--- src/mps_map.svh ---
// register map, field positions and timing counts of the mgmt serial port
`ifndef MPS_MAP_SVH
`define MPS_MAP_SVH
`define MPS_CLK_NS   100
`define MPS_POR_NS   20000
`define MPS_POR_CYC  ((`MPS_POR_NS + `MPS_CLK_NS - 1) / `MPS_CLK_NS)
`define MPS_PRE_LEN  6'h20
`define MPS_OP_RD    2'h2
`define MPS_OP_WR    2'h1
`define MPS_ALL_REGS 5'h1F
`define MPS_LAST_REG 5'h04
`define MPS_REG_CTRL 5'h00
`define MPS_REG_STAT 5'h01
`define MPS_REG_MASK 5'h02
`define MPS_REG_CFG1 5'h03
`define MPS_REG_CFG2 5'h04
`define MPS_STAT_INT 15
`define MPS_CFG1_RLA 0
`define MPS_CFG2_MRA 0
`define MPS_CFG2_RJ  1
`define MPS_CFG2_LED 5:2
`define MPS_APB_EVT  12'h000
`define MPS_APB_MASK 12'h004
`define MPS_APB_INFO 12'h008
`define MPS_EVT_WR   0
`define MPS_EVT_INT  1
`endif

--- src/mps_pkg.sv ---
// types of the mgmt serial port
package mps_pkg;
    typedef enum logic [2:0] {
        MPS_IDLE, MPS_START, MPS_HDR, MPS_TA, MPS_DATA
    } mps_state_t;
    typedef logic [1:0] mps_apb_sel_t;
endpackage

--- src/mps_port.sv ---
// mgmt serial port: mdio frame engine, strap address, interrupt, options
`timescale 1ns/10ps
`include "mps_map.svh"
module mps_port (
    input  wire logic        i_clk,
    input  wire logic        i_nrst,
    input  wire logic        i_psel,
    input  wire logic        i_penable,
    input  wire logic        i_pwrite,
    input  wire logic [11:0] i_paddr,
    input  wire logic [31:0] i_pwdata,
    output logic      [31:0] o_prdata,
    output logic             o_pready,
    output logic             o_pslverr,
    output logic             o_irq,
    input  wire logic        i_mdc,
    input  wire logic        i_mdio,
    output logic             o_mdio,
    output logic             o_mdio_oe,
    input  wire logic [4:0]  i_addr_strap_pins,
    output logic             o_mgmt_interrupt_n,
    output logic             o_mgmt_interrupt_n_oe,
    output logic      [3:0]  o_prog_led_outputs,
    output logic      [3:0]  o_prog_led_outputs_oe,
    input  wire logic [14:0] i_status_bits,
    input  wire logic        i_rx_activity,
    input  wire logic        i_rxen_or_backpressure_pin,
    input  wire logic [3:0]  i_txd,
    output logic             o_tx_clk,
    output logic      [3:0]  o_txd,
    output logic             o_squelch_adj,
    output logic             o_jam_tx,
    output logic             o_rx_out_en
);
    import mps_pkg::*;

    logic [7:0]  sync_q;
    logic        mdc_s, mdio_s, rj_pin_s, mdc_prev_reg, mdc_rise;
    logic [4:0]  strap_s, phy_addr_reg;
    logic [8:0]  por_cnt_reg;
    logic        por_done_reg;
    logic [15:0] ctrl_reg, mask_reg, cfg1_reg, cfg2_reg;
    logic [14:0] snap_reg, changed;
    logic        int_now, int_prev_reg, int_rise;
    mps_state_t  state_reg;
    logic [4:0]  cnt_reg, ra_reg, load_addr;
    logic [5:0]  pre_reg;
    logic [11:0] hdr_reg, hdr_full;
    logic        op_rd_reg, multi_reg, hdr_ok;
    logic [15:0] sh_reg, wr_data, load_val;
    logic        load_first, last_bit, go_next, stat_load, wr_fire;
    logic [1:0]  evt_reg, evt_mask_reg;
    logic        apb_fire;
    mps_apb_sel_t apb_sel;

    // pins from outside pass two flops first
    mps_sync #(.WIDTH(8)) u_sync (
        .i_clk  (i_clk),
        .i_nrst (i_nrst),
        .i_d    ({i_rxen_or_backpressure_pin, i_addr_strap_pins,
                  i_mdio, i_mdc}),
        .o_q    (sync_q)
    );
    assign mdc_s    = sync_q[0];
    assign mdio_s   = sync_q[1];
    assign strap_s  = sync_q[6:2];
    assign rj_pin_s = sync_q[7];
    assign mdc_rise = mdc_s & ~mdc_prev_reg;

    function automatic logic [15:0] rd_val(input logic [4:0] a);
        unique case (a)
            `MPS_REG_CTRL: rd_val = ctrl_reg;
            `MPS_REG_STAT: rd_val = {int_now, i_status_bits};
            `MPS_REG_MASK: rd_val = mask_reg;
            `MPS_REG_CFG1: rd_val = cfg1_reg;
            `MPS_REG_CFG2: rd_val = cfg2_reg;
            default:       rd_val = 16'h0000;
        endcase
    endfunction

    function automatic mps_apb_sel_t apb_dec(input logic [11:0] a);
        unique case (a)
            `MPS_APB_EVT:  apb_dec = 2'h0;
            `MPS_APB_MASK: apb_dec = 2'h1;
            `MPS_APB_INFO: apb_dec = 2'h2;
            default:       apb_dec = 2'h3;
        endcase
    endfunction

    always_ff @(posedge i_clk or negedge i_nrst) begin
        if (!i_nrst) begin
            mdc_prev_reg <= 1'b0;
        end else begin
            mdc_prev_reg <= mdc_s;
        end
    end

    // pins float for the whole por interval, address taken at its end
    always_ff @(posedge i_clk or negedge i_nrst) begin
        if (!i_nrst) begin
            por_cnt_reg  <= 9'h000;
            por_done_reg <= 1'b0;
            phy_addr_reg <= 5'h00;
        end else if (!por_done_reg) begin
            por_cnt_reg <= por_cnt_reg + 9'h001;
            if (por_cnt_reg == 9'(`MPS_POR_CYC - 1)) begin
                por_done_reg <= 1'b1;
                phy_addr_reg <= ~strap_s;
            end
        end
    end

    // status change against the snapshot of the last read
    assign changed  = (i_status_bits ^ snap_reg) & ~mask_reg[14:0];
    assign int_now  = |changed;
    assign int_rise = int_now & ~int_prev_reg;

    assign hdr_full   = {hdr_reg[10:0], mdio_s};
    assign hdr_ok     = por_done_reg && (hdr_full[9:5] == phy_addr_reg) &&
                        (hdr_full[11:10] == `MPS_OP_RD ||
                         hdr_full[11:10] == `MPS_OP_WR);
    assign load_first = mdc_rise && state_reg == MPS_TA && cnt_reg == 5'h01;
    assign last_bit   = mdc_rise && state_reg == MPS_DATA &&
                        cnt_reg == 5'h0F;
    // multiple access stops after the last register so mdio is released
    assign go_next    = last_bit && multi_reg && ra_reg < `MPS_LAST_REG;
    assign load_addr  = load_first ? ra_reg : ra_reg + 5'h01;
    // always_comb so register and status changes reach the loaded word
    always_comb load_val = rd_val(load_addr);
    assign stat_load  = op_rd_reg && (load_first || go_next) &&
                        load_addr == `MPS_REG_STAT;
    assign wr_data    = {sh_reg[14:0], mdio_s};
    assign wr_fire    = last_bit && !op_rd_reg;

    // frame engine, sampled on rising mdc only
    always_ff @(posedge i_clk or negedge i_nrst) begin
        if (!i_nrst) begin
            state_reg <= MPS_IDLE;
            cnt_reg   <= 5'h00;
            pre_reg   <= 6'h00;
            hdr_reg   <= 12'h000;
            op_rd_reg <= 1'b0;
            multi_reg <= 1'b0;
            ra_reg    <= 5'h00;
            sh_reg    <= 16'h0000;
            o_mdio    <= 1'b0;
            o_mdio_oe <= 1'b0;
        end else if (mdc_rise) begin
            unique case (state_reg)
                MPS_IDLE: begin
                    o_mdio_oe <= 1'b0;
                    if (mdio_s) begin
                        if (pre_reg != `MPS_PRE_LEN) begin
                            pre_reg <= pre_reg + 6'h01;
                        end
                    end else begin
                        if (pre_reg == `MPS_PRE_LEN) begin
                            state_reg <= MPS_START;
                        end
                        pre_reg <= 6'h00;
                    end
                end
                MPS_START: begin
                    state_reg <= mdio_s ? MPS_HDR : MPS_IDLE;
                    cnt_reg   <= 5'h00;
                end
                MPS_HDR: begin
                    hdr_reg <= hdr_full;
                    cnt_reg <= cnt_reg + 5'h01;
                    if (cnt_reg == 5'h0B) begin
                        cnt_reg   <= 5'h00;
                        state_reg <= hdr_ok ? MPS_TA : MPS_IDLE;
                        op_rd_reg <= hdr_full[11:10] == `MPS_OP_RD;
                        multi_reg <= cfg2_reg[`MPS_CFG2_MRA] &&
                                     hdr_full[4:0] == `MPS_ALL_REGS;
                        ra_reg    <= (cfg2_reg[`MPS_CFG2_MRA] &&
                                      hdr_full[4:0] == `MPS_ALL_REGS) ?
                                     5'h00 : hdr_full[4:0];
                    end
                end
                MPS_TA: begin
                    cnt_reg <= cnt_reg + 5'h01;
                    if (cnt_reg == 5'h00) begin
                        o_mdio    <= 1'b0;
                        o_mdio_oe <= op_rd_reg;
                    end else begin
                        state_reg <= MPS_DATA;
                        cnt_reg   <= 5'h00;
                        sh_reg    <= load_val;
                        o_mdio    <= load_val[15];
                    end
                end
                MPS_DATA: begin
                    cnt_reg <= cnt_reg + 5'h01;
                    if (op_rd_reg) begin
                        sh_reg <= {sh_reg[14:0], 1'b0};
                        o_mdio <= sh_reg[14];
                    end else begin
                        sh_reg <= wr_data;
                    end
                    if (go_next) begin
                        ra_reg  <= ra_reg + 5'h01;
                        cnt_reg <= 5'h00;
                        sh_reg  <= op_rd_reg ? load_val : 16'h0000;
                        o_mdio  <= load_val[15];
                    end else if (last_bit) begin
                        state_reg <= MPS_IDLE;
                        o_mdio_oe <= 1'b0;
                    end
                end
            endcase
        end else if (state_reg == MPS_IDLE) begin
            // one-clock low pulse on an idle line signals a change
            o_mdio    <= 1'b0;
            o_mdio_oe <= int_rise && por_done_reg;
        end
    end

    // mdio side registers; multiple access starts off
    always_ff @(posedge i_clk or negedge i_nrst) begin
        if (!i_nrst) begin
            ctrl_reg <= 16'h0000;
            mask_reg <= 16'h0000;
            cfg1_reg <= 16'h0000;
            cfg2_reg <= 16'h0000;
        end else if (wr_fire) begin
            unique case (ra_reg)
                `MPS_REG_CTRL: ctrl_reg <= wr_data;
                `MPS_REG_MASK: mask_reg <= wr_data;
                `MPS_REG_CFG1: cfg1_reg <= wr_data;
                `MPS_REG_CFG2: cfg2_reg <= wr_data;
                default: ;
            endcase
        end
    end

    // a status read takes the snapshot, dropping every indication
    always_ff @(posedge i_clk or negedge i_nrst) begin
        if (!i_nrst) begin
            snap_reg     <= 15'h0000;
            int_prev_reg <= 1'b0;
        end else begin
            int_prev_reg <= int_now;
            if (stat_load) begin
                snap_reg <= i_status_bits;
            end
        end
    end

    // shared pins: open drain, only pull low, nothing during por
    always_ff @(posedge i_clk or negedge i_nrst) begin
        if (!i_nrst) begin
            o_mgmt_interrupt_n    <= 1'b1;
            o_mgmt_interrupt_n_oe <= 1'b0;
            o_prog_led_outputs    <= 4'hF;
            o_prog_led_outputs_oe <= 4'h0;
        end else begin
            o_mgmt_interrupt_n    <= ~int_now;
            o_mgmt_interrupt_n_oe <= por_done_reg & int_now;
            o_prog_led_outputs    <= 4'h0;
            o_prog_led_outputs_oe <= por_done_reg ?
                                     cfg2_reg[`MPS_CFG2_LED] : 4'h0;
        end
    end

    // config side effects and the derived transmit clock
    always_ff @(posedge i_clk or negedge i_nrst) begin
        if (!i_nrst) begin
            o_squelch_adj <= 1'b0;
            o_jam_tx      <= 1'b0;
            o_rx_out_en   <= 1'b0;
            o_tx_clk      <= 1'b0;
            o_txd         <= 4'h0;
        end else begin
            o_squelch_adj <= cfg1_reg[`MPS_CFG1_RLA];
            o_jam_tx      <= !cfg2_reg[`MPS_CFG2_RJ] && rj_pin_s &&
                             i_rx_activity;
            o_rx_out_en   <= cfg2_reg[`MPS_CFG2_RJ] ? rj_pin_s : 1'b1;
            o_tx_clk      <= ~o_tx_clk;
            if (!o_tx_clk) begin
                o_txd <= i_txd;
            end
        end
    end

    // apb slave, one wait state; events sticky, write one to clear
    assign apb_sel  = apb_dec(i_paddr);
    assign apb_fire = i_psel && i_penable && o_pready;

    always_ff @(posedge i_clk or negedge i_nrst) begin
        if (!i_nrst) begin
            o_pready     <= 1'b0;
            o_pslverr    <= 1'b0;
            o_prdata     <= 32'h0000_0000;
            evt_reg      <= 2'h0;
            evt_mask_reg <= 2'h0;
            o_irq        <= 1'b0;
        end else begin
            o_pready  <= i_psel && i_penable && !o_pready;
            o_pslverr <= i_psel && i_penable && !o_pready &&
                         apb_sel == 2'h3;
            if (i_psel && i_penable && !o_pready) begin
                unique case (apb_sel)
                    2'h0: o_prdata <= {30'h0, evt_reg};
                    2'h1: o_prdata <= {30'h0, evt_mask_reg};
                    2'h2: o_prdata <= {21'h0, phy_addr_reg, int_now,
                                       cfg2_reg[`MPS_CFG2_RJ],
                                       cfg2_reg[`MPS_CFG2_MRA],
                                       cfg1_reg[`MPS_CFG1_RLA],
                                       por_done_reg, multi_reg};
                    default: o_prdata <= 32'h0000_0000;
                endcase
            end
            if (apb_fire && i_pwrite && apb_sel == 2'h1) begin
                evt_mask_reg <= i_pwdata[1:0];
            end
            // set beats a clear in the same cycle
            evt_reg <= (evt_reg &
                        ~((apb_fire && i_pwrite && apb_sel == 2'h0) ?
                          i_pwdata[1:0] : 2'h0)) |
                       {int_rise, wr_fire};
            o_irq <= |(evt_reg & evt_mask_reg);
        end
    end
endmodule // mps_port

--- src/mps_sync.sv ---
// two-stage synchroniser for asynchronous pin inputs
`timescale 1ns/10ps
module mps_sync #(
    parameter int WIDTH = 1
) (
    input  wire logic             i_clk,
    input  wire logic             i_nrst,
    input  wire logic [WIDTH-1:0] i_d,
    output logic      [WIDTH-1:0] o_q
);
    logic [WIDTH-1:0] meta_reg;

    always_ff @(posedge i_clk or negedge i_nrst) begin
        if (!i_nrst) begin
            meta_reg <= '0;
            o_q      <= '0;
        end else begin
            meta_reg <= i_d;
            o_q      <= meta_reg;
        end
    end
endmodule // mps_sync

--- config.mk ---
export PLATFORM = sky130hd
export DESIGN_NAME = mps_port
export DESIGN_NICKNAME = d
export VERILOG_FILES = /design/src/mps_pkg.sv /design/src/mps_port.sv /design/src/mps_sync.sv
export VERILOG_INCLUDE_DIRS = /design/src
export SDC_FILE = /design/constraint.sdc
export NUM_CORES = 1
export LEC_CHECK = 0
export BUFFER_PORTS_ARGS = -buffer_cell sky130_fd_sc_hd__buf_2
export CAP_MARGIN = 40
export CORE_ASPECT_RATIO = 1.2
export CORE_MARGIN = 1.5
export CORE_UTILIZATION = 63
export DETAILED_ROUTE_END_ITERATION = 8
export PLACE_DENSITY = 0.86
export SLEW_MARGIN = 20
export SYNTH_ARGS = -nofsm -noshare
export SYNTH_HDL_FRONTEND = slang
export SYNTH_SLANG_ARGS = --single-unit
export TNS_END_PERCENT = 30
--- constraint.sdc ---
create_clock -name i_clk -period 6.35 [get_ports i_clk]
set_clock_uncertainty 0.2 [all_clocks]
set_input_delay 1.905 -clock i_clk [delete_from_list [all_inputs] [get_ports i_clk]]
set_output_delay 1.905 -clock i_clk [all_outputs]
set_load 0.02 [all_outputs]
Word-level counts from Yosys, hierarchy flattened
Cells that the tools add are included.
{ "word_totals": {"regBits": 218, "inputBits": 77, "out_inout_bits": 55} }
{ "classes": {"addsub": 4, "magnitude_cmp": 1, "n_eq_ne": 39, "mux": 45, "bitwise": 16, "n_reduce_logical": 54} }
{ "op_table": {"columns": ["op", "count"], "rows": [
  ["$pmux 16 s5", 1],
  ["$mux 15", 3],
  ["$mux 5", 7],
  ["$pmux 11 s3", 1],
  ["$pmux 15 s2", 1],
  ["$logic_and 1x1->1", 22],
  ["$eq 5x2->1 const B", 4],
  ["$pmux 5 s4", 1],
  ["$mux 3", 6],
  ["$ne 2x2->1 const B", 8],
  ["$and 15x15->15", 1],
  ["$logic_not 5->1", 3],
  ["$not 15->15", 1],
  ["$pmux 3 s5", 1],
  ["$reduce_or 15->1", 1],
  ["$xor 15x15->15", 1],
  ["$mux 1", 14],
  ["$reduce_and 2->1", 7],
  ["$eq 12x3->1 const B", 1],
  ["$eq 12x4->1 const B", 1],
  ["$logic_not 12->1", 1],
  ["$mux 6", 2],
  ["$reduce_and 3->1", 4],
  ["$add 5x1->5 const B", 2],
  ["43 further kinds", 65]
]} }

Depth between registers and ports, before layout
Gate-level depths: netlist (run 1).
{ "depth": {"ltp_word": 10, "mapped_depth": 11, "ltp_nobuf": 9} }

Cells and area by module
From an unflattened synthesis (run 1), not the netlist that was laid out.
{ "unflattened": {"cells_unflattened": 760, "area_unflattened_um2": 9097.5} }
{ "by_module_without_submodules": {"columns": ["mod", "n_inst", "cells_per_inst", "area_each_um2"], "rows": [
  ["mps_port", 1, 744, 8697.1],
  ["mps_sync", 1, 16, 400.4]
]} }

Least setup slack after synthesis (run 1)
Ideal clock, no wire load.
{ "synth_path": {"path_type": "input-to-reg", "start": "in i_paddr[1]", "end": "reg evt_mask_reg[0]", "setup_ns": 0.125, "arrival_time_ns": 3.284, "required_ns": 6.025, "slack_ns": 2.741, "path_stages": 4, "path_buffers": 0, "path_cell_list": "nor4_1 nand3_1 or4b_2 mux2_2"} }
{ "synth_between": {"elab_chain_cells": 4} }
{ "synth_lines": {"columns": ["item", "line_no", "text"], "rows": [
  ["start, declared", "mps_port.sv:10", "input wire logic [11:0] i_paddr,"],
  ["$eq 12x4->1, or another cell as far along", "mps_port.sv:82", "unique case (a)"],
  ["$pmux 2 s3 (*)", "mps_port.sv:82", null],
  ["$eq 2x1->1 (*)", "mps_port.sv:314", "if (apb_fire && i_pwrite && apb_sel == 2'h1) begin"],
  ["$logic_and 1x1->1 (*)", "mps_port.sv:314", null],
  ["end signal, assigned", "mps_port.sv:315", "evt_mask_reg <= i_pwdata[1:0];"],
  ["end, declared", "mps_port.sv:52", "logic [1:0] evt_reg, evt_mask_reg;"]
]} }
Mark *: on every way between the ends. The rest lies on a longest branch, timed or not.
A chain may end at the register's enable or synchronous reset.

Worst setup path in the final report (run 1)
{ "layout_path": {"start": "reg ra_reg[0]", "end": "reg sh_reg[13]"} }
{ "layout_between": {"elab_chain_cells": 7} }
{ "layout_lines": {"columns": ["item", "line_no", "text"], "rows": [
  ["start, declared", "mps_port.sv:46", "logic [4:0] cnt_reg, ra_reg, load_addr;"],
  ["start signal, assigned", "mps_port.sv:176", "ra_reg <= (cfg2_reg[`MPS_CFG2_MRA] &&"],
  ["start signal, assigned", "mps_port.sv:202", "ra_reg <= ra_reg + 5'h01;"],
  ["$add 5x1->5", "mps_port.sv:127", "assign load_addr = load_first ? ra_reg : ra_reg + 5'h01;"],
  ["$mux 5", "mps_port.sv:127", null],
  ["$eq 5x3->1, or another cell as far along", "mps_port.sv:71", "unique case (a)"],
  ["$pmux 16 s5", "mps_port.sv:71", null],
  ["$mux 15", "mps_port.sv:204", "sh_reg <= op_rd_reg ? load_val : 16'h0000;"],
  ["$mux 15", "mps_port.sv:201", "if (go_next) begin"],
  ["$pmux 15 s2 (*)", "mps_port.sv:149", "unique case (state_reg)"],
  ["end signal, assigned", "mps_port.sv:196", "sh_reg <= {sh_reg[14:0], 1'b0};"],
  ["end signal, assigned", "mps_port.sv:199", "sh_reg <= wr_data;"],
  ["end signal, assigned", "mps_port.sv:204", null],
  ["end, declared", "mps_port.sv:50", "logic [15:0] sh_reg, wr_data, load_val;"]
]} }
Mark *: on every way between the ends. The rest lies on a longest branch, timed or not. The select of a mux whose other input is x is not followed.

==> metrics.csv, run 1 <==
stage,metric,value,unit
job,Max-Cap Viols,0,
placed_design,placed instance area,10400,sq um
grt,largest net degree at the start of global routing,80,
sta,setup TNS,0,ns
sta,Slew HR,0.531,
final_layout,Non-Filler Instances,1152,
worst_setup_path,crit start category,flop,
sta,Final period util,0.590,
grt,first-pass GRT wire length,37.5,mm
clock_network,Post-CTS Setup Repair Bufs,0,
floorplan,Ports,132,
clock_network,Post-CTS Resized,0,
clock_network,Root Buffer,clkbuf_16,
grt,number of antenna violations at the first check in global routing,0,
clock_network,clock sinks,194,
floorplan,Initial Util,0.651,
route,WL/cell,20.3,um
placed_design,Port-buffer cells,80,
clock_network,Max clock buf depth,2,
sta,Achievable Freq,267,MHz
floorplan,Die X-Extent,117,um
clock_network,cts hold-fix bufs,0,
placed_design,post-placement cell count,1117,
sta,worst-margin pin slew,0.703,ns
yosys,Synth async-reset ratio,1.00,
route,TritonRoute pass-1 iters,5,
worst_setup_path,critical path class,flop to flop,
clock_network,CTS tree,built,
yosys,YS warnings,0,
yosys,Mean Syn Cell Area,11.4,sq um
yosys,top-area cell type share of the netlist area,0.487,
route,1st-iter DRT viols,807,
yosys,dominant cell type by area after synthesis,dfrtp_1,
floorplan,die area,16400,sq um
sta,final hold vios,0,
worst_setup_path,critical path arrival,3.88,ns
route,via count,7499,
yosys,ys flop type,dfrtp_1,
worst_setup_path,Critical Path RT,6.49,ns
worst_hold_path,Hold Path Class,flop to flop,
sta,final slew viol count,0,
clock_network,H-tree Lvls,4,
grt,GR Overflow Total,0,
worst_setup_path,Register-to-Register Path Depth,9,
yosys,synth top area cells,"dfrtp_1 49%, mux2_2 10%, mux4_2 3.7%, nand3_1 2.8%, xnor2_1 2.2%",
grt,Global Route Usage Sum,0.298,
floorplan,die height,140,um
power,Peak VDD IR,171,uV
yosys,"top cells by count, synth","192 x dfrtp_1, 88 x mux2_2, 57 x nand2_1",
yosys,"EDFF count, synth",0,
clock_network,"CTS clk-pin slew, worst paths",0.07,ns
worst_hold_path,hold depth,0,
placed_design,HPWL Detailed,14.8,mm
yosys,"count leader, synth",dfrtp_1,
route,Final ANT Viol Nets,0,
yosys,sequential fraction of the synthesis area,0.492,
yosys,Mapped Cells,869,
route,residual DRC count,0,
final_layout,"Design Area, Final",11000,sq um
clock_network,worst skew pair latency,0.44,ns
final_layout,layout cells sized above 1,0.291,
power,Leakage Power,0.00498,uW
sta,min Tclk post-route,3.74,ns
route,via/cell ratio,6.51,
floorplan,num rows,49,
power,Final Power,2380,uW
floorplan,core area,15100,sq um
worst_setup_path,Critical Path Fanout Max,30,
worst_setup_path,Setup crit end kind,flop,
route,Routed WL,23.3,mm
final_layout,Layout area overhead,11.2,%
status,status,"finished, final reports clean",
clock_network,CTS buffer count,17,
final_layout,diode count,0,
sta,final setup fails,0,
final_layout,Layout Nets,1023,
grt,vias in the first global route,7294,
yosys,post-synthesis instance area,9860,sq um
yosys,synth unique cells,77,
placed_design,routability cong.,0.871,
sta,RSZ-0062 raised after global routing,false,
power,PwrDens,217,nW/um^2
yosys,#FFs+latches synth,194,
## final timing paths
check	start	end	slack, ns
max	ra_reg[0]	sh_reg[13]	2.61
max in group asynchronous	i_nrst	cfg1_reg[15]	3.57
min reg2reg	u_sync.meta_reg[3]	u_sync.o_q[3]	0.15
min in group asynchronous	i_nrst	u_sync.meta_reg[7]	1.17
min	u_sync.meta_reg[3]	u_sync.o_q[3]	0.15
max reg2reg	ra_reg[0]	sh_reg[13]	2.61
## worst max-delay path, stage by stage, from the launching register on
cell and delay, ns:
dfrtp_1 0.35, buf_4 0.45, inv_1 0.19, ha_1 0.60, or3_1 0.50, a31oi_2 0.59, buf_6 0.25, nand3_1 0.08
and3_1 0.20, a211oi_1 0.23
## metrics by stage
step	hold WS [ns]	worst slack [ns]	util
2_1_floorplan	0.131	2.74	-
3_3_place_gp	0.132	2.31	0.680
3_5_place_dp	0.135	2.35	0.687
4_1_cts	0.151	2.70	0.722
5_1_grt	0.160	2.44	0.724
6_report	0.149	2.61	0.724
## layout by cell type, fill, tap and decap left out, types with 6 or more instances in the layout
master,n
dfrtp_1,192
mux2_2,88
buf_2,79
nand2_1,57
nor2_1,55
nand3_1,55
a21oi_1,32
xnor2_1,25
nand4_1,22
conb_1,22
o21ai_0,20
mux2i_1,17
a31oi_1,17
clkbuf_16,17
inv_1,16
mux4_2,16
a22o_1,12
ha_1,11
mux2_4,10
o221a_1,10
buf_4,10
xor2_1,9
and3_1,8
o22ai_1,7
and2_1,7
nor4_1,6
nand2b_1,6
o31ai_1,6
buf_6,6
## where the power goes
group / switching [uW] / internal [uW] / total, uW
Combinational: 74.6 / 45.3 / 120
Clock: 488 / 506 / 994
Sequential: 11.7 / 1250 / 1260
Total: 574 / 1800 / 2380
## final cells by class
| cell class | count | area (sq um) |
|---|---|---|
| inverter | 16 | 60.1 |
| timing repair buffer | 100 | 614 |
| clock inverter | 14 | 105 |
| tap | 204 | 255 |
| sequential | 194 | 4860 |
| clock buffer | 18 | 429 |
| multi-input combinational | 606 | 4650 |
| fill | 1032 | 4180 |
## kinds of logic (layout without fill, tap and decap cells)
| group | after synthesis | in the layout | synth area share |
|---|---|---|---|
| buffers and inverters | 90 | 148 | 0.0467 |
| AOI/OAI and AO/OA | 146 | 146 | 0.107 |
| other | 1 | 22 | 0.000380 |
| DFF | 194 | 194 | 0.492 |
| and+or+nand+nor | 262 | 262 | 0.140 |
| muxes | 131 | 131 | 0.169 |
| xor gates and xnor gates | 34 | 34 | 0.0302 |
| adders and majority gates | 11 | 11 | 0.0140 |
## layer usage
metal | track usage | vias to the layer above | wire length (um)
met3 | 0.0645 | 100 | 1980
met2 | 0.461 | 435 | 11300
met4 | 0.157 | 0 | 1020
met1 | 0.394 | 3693 | 9070
met5 | 0 | - | 0
li1 | - | 3271 | -
Note: power is estimated with default switching activity, not from simulation.
==> run 2: changes to the inputs <==
- ABC_AREA: not set -> 1
- CORE_UTILIZATION: 63 -> 52
- PLACE_DENSITY: 0.86 -> 0.76
- clock period: 6.35 -> 3.3 ns (I/O delays scaled with it)
==> metrics.csv, run 2 <==
stage,metric,value,unit,change
yosys,YS warnings,0,,unchanged
yosys,Mean Syn Cell Area,8.43,sq um,-26%
clock_network,CTS buffer count,17,,unchanged
yosys,synth unique cells,38,,-51%
worst_setup_path,flop2flop setup slack,0.48,ns,-2.12 ns
worst_setup_path,Critical Path RT,3.46,ns,-3.03 ns
worst_setup_path,critical path arrival,2.98,ns,-0.90 ns
final_layout,Layout Nets,1249,,+22%
floorplan,Initial Util,0.536,,-0.115
grt,Global Route Usage Sum,0.238,,-0.0598
final_layout,most frequent cells in the layout,"262 x nand2_1, 192 x dfrtp_1, 139 x o21ai_0, 99 x nand3_1, 99 x inv_1",,
route,WL/cell,15.0,um,-26%
job,Max-Cap Viols,0,,unchanged
route,via count,7595,,+1.3%
clock_network,Post-CTS Resized,0,,unchanged
grt,number of antenna violations at the first check in global routing,0,,unchanged
worst_setup_path,crit start category,flop,,
worst_hold_path,hold depth,0,,unchanged
worst_hold_path,HP Start,u_sync.meta_reg[3],,
sta,Hold Slack,0.145,ns,-0.00426 ns
grt,GR Overflow Total,0,,unchanged
clock_network,CTS tree,built,,
yosys,"top cells by count, synth","262 x nand2_1, 192 x dfrtp_1, 139 x o21ai_0",,
sta,final setup fails,0,,unchanged
floorplan,Ports,132,,unchanged
route,via/cell ratio,5.46,,-16%
worst_setup_path,worst r2r src,cnt_reg[1],,
sta,setup TNS,0,ns,unchanged
yosys,synth top area cells,"dfrtp_1 53%, nand2_1 11%, o21ai_0 7.6%, nand3_1 5.4%, inv_1 4.1%",,
placed_design,Port-buffer cells,80,,unchanged
sta,final hold vios,0,,unchanged
sta,Achievable Freq,355,MHz,+33%
clock_network,cts hold-fix bufs,0,,unchanged
final_layout,filler cell count,1438,,+39%
power,Leakage Power,0.00526,uW,+5.5%
route,Routed WL,20.8,mm,-11%
floorplan,die height,148,um,+5.8%
clock_network,Post-CTS Setup Repair Bufs,0,,unchanged
final_layout,diode count,0,,unchanged
worst_setup_path,critical path class,flop to flop,,
final_layout,Layout area overhead,12.9,%,
grt,first-pass GRT wire length,34.2,mm,-8.7%
worst_setup_path,Register-to-Register Path Depth,13,,+4
clock_network,worst skew pair latency,0.44,ns,about the same
sta,min Tclk post-route,2.82,ns,-0.928 ns
worst_hold_path,hold endpoint,u_sync.o_q[3],,
floorplan,Die X-Extent,124,um,+5.8%
power,Peak VDD IR,376,uV,+120%
final_layout,final core occ,0.606,,-0.119
route,residual DRC count,0,,unchanged
yosys,top-area cell type share of the netlist area,0.526,,+0.0385
yosys,ys flop type,dfrtp_1,,
grt,largest net degree at the start of global routing,72,,-10%
route,1st-iter DRT viols,766,,-5.1%
floorplan,num rows,52,,+6.1%
yosys,dominant cell type by area after synthesis,dfrtp_1,,
placed_design,routability cong.,0.856,,-1.8%
yosys,"EDFF count, synth",0,,unchanged
clock_network,Root Buffer,clkbuf_16,,
yosys,#FFs+latches synth,194,,unchanged
yosys,post-synthesis instance area,9140,sq um,-7.3%
clock_network,H-tree Lvls,4,,unchanged
clock_network,clock sinks,194,,unchanged
yosys,Mapped Cells,1085,,+25%
sta,final slew viol count,0,,unchanged
final_layout,"commonest non-fill, non-tap cell in the layout",nand2_1,,
yosys,"count leader, synth",nand2_1,,
grt,vias in the first global route,7084,,-2.9%
floorplan,core area,17000,sq um,+13%
sta,RSZ-0062 raised after global routing,false,,
power,PwrDens,453,nW/um^2,+110%
route,TritonRoute pass-1 iters,5,,unchanged
placed_design,HPWL Detailed,14.0,mm,-5.9%
worst_setup_path,Setup crit end kind,flop,,
placed_design,pre-CTS setup slack,0.591,ns,-1.76 ns
clock_network,"CTS clk-pin slew, worst paths",0.08,ns,about the same
floorplan,die area,18400,sq um,+12%
sta,worst-margin pin slew,0.601,ns,-0.102 ns
yosys,sequential fraction of the synthesis area,0.531,,+0.0389
yosys,Synth async-reset ratio,1.00,,unchanged
status,status,"finished, final reports clean",,
worst_setup_path,Worst R2R End,sh_reg[2],,
sta,final setup margin,0.484,ns,-2.12 ns
sta,Slew HR,0.599,,+0.0681
worst_setup_path,Critical Path Fanout Max,41,,+37%
worst_hold_path,Hold Path Class,flop to flop,,
sta,Final period util,0.853,,+0.264
route,Final ANT Viol Nets,0,,unchanged
final_layout,layout cells sized above 1,0.135,,-0.157
clock_network,Max clock buf depth,2,,unchanged
==> run 2: critical path, cell delays in order (launching register included) <==
cell and delay [ns]:
dfrtp_1 0.40, inv_1 0.10, ha_1 0.18, nand2_2 0.07, nor2_4 0.20, nand2_4 0.11, nand2_2 0.08, nand2_2 0.28
a21oi_2 0.20, buf_4 0.40, nand3_1 0.14, nand3_1 0.14, o21bai_1 0.08, a21oi_1 0.15
==> run 2: report_power, final <==
part | switching, uW | internal, uW
logic | 136 | 56.9
registers | 12.0 | 2400
clock network | 1040 | 1030
==> run 2: layout make-up <==
type                    count  area, sq um  share of cell area
clock buffers              17          425              0.0412
clock inverters            15          184              0.0178
inverters                 104          390              0.0378
multi-input cells         745         3620               0.351
flip-flops and latches    194         4860               0.470
well taps                 216          270              0.0262
repair buffers             99          577              0.0559
==> run 2: kinds of logic (layout without fill, tap and decap cells) <==
kind of cell,count (synthesis),in the layout,synth area share
AO/OA/AOI/OAI,195,195,0.116
XOR/XNOR,16,16,0.0153
adder cells (fa/ha/maj),11,11,0.0151
buffers and inverters,167,235,0.0817
flip-flops,194,194,0.531
other,1,22,0.000410
AND/OR/NAND/NOR,501,501,0.240
==> run 2: how the worst max path moves through the flow <==
stage / from / slack (ns) / end / cells past startpoint
global placement: cnt_reg[1] / 0.63 / sh_reg[7] / 13
finish: cnt_reg[1] / 0.48 / sh_reg[2] / 13
detailed placement: cnt_reg[1] / 0.59 / sh_reg[7] / 13
CTS: cnt_reg[1] / 0.54 / sh_reg[11] / 13
floorplan: cnt_reg[0] / 1.17 / snap_reg[13] / 12
global route: cnt_reg[1] / 0.30 / sh_reg[2] / 13
==> run 2: metrics by stage <==
stage	cell area [sq um]	instances	total power [uW]
2_1_floorplan	9220	1106	2560
3_3_place_gp	9720	1358	2650
3_5_place_dp	9720	1358	2650
4_1_cts	10300	1390	4710
5_1_grt	10300	1390	4840
6_report	10300	1390	4670
==> run 2: per-layer routing <==
| layer | vias to the layer above | GRT usage | share of wire |
|---|---|---|---|
| met2 | 247 | 0.385 | 0.48 |
| met4 | 0 | 0.0807 | 0.020 |
| met5 | - | 0 | 0 |
| li1 | 3663 | - | - |
| met3 | 36 | 0.0410 | 0.061 |
| met1 | 3649 | 0.327 | 0.44 |
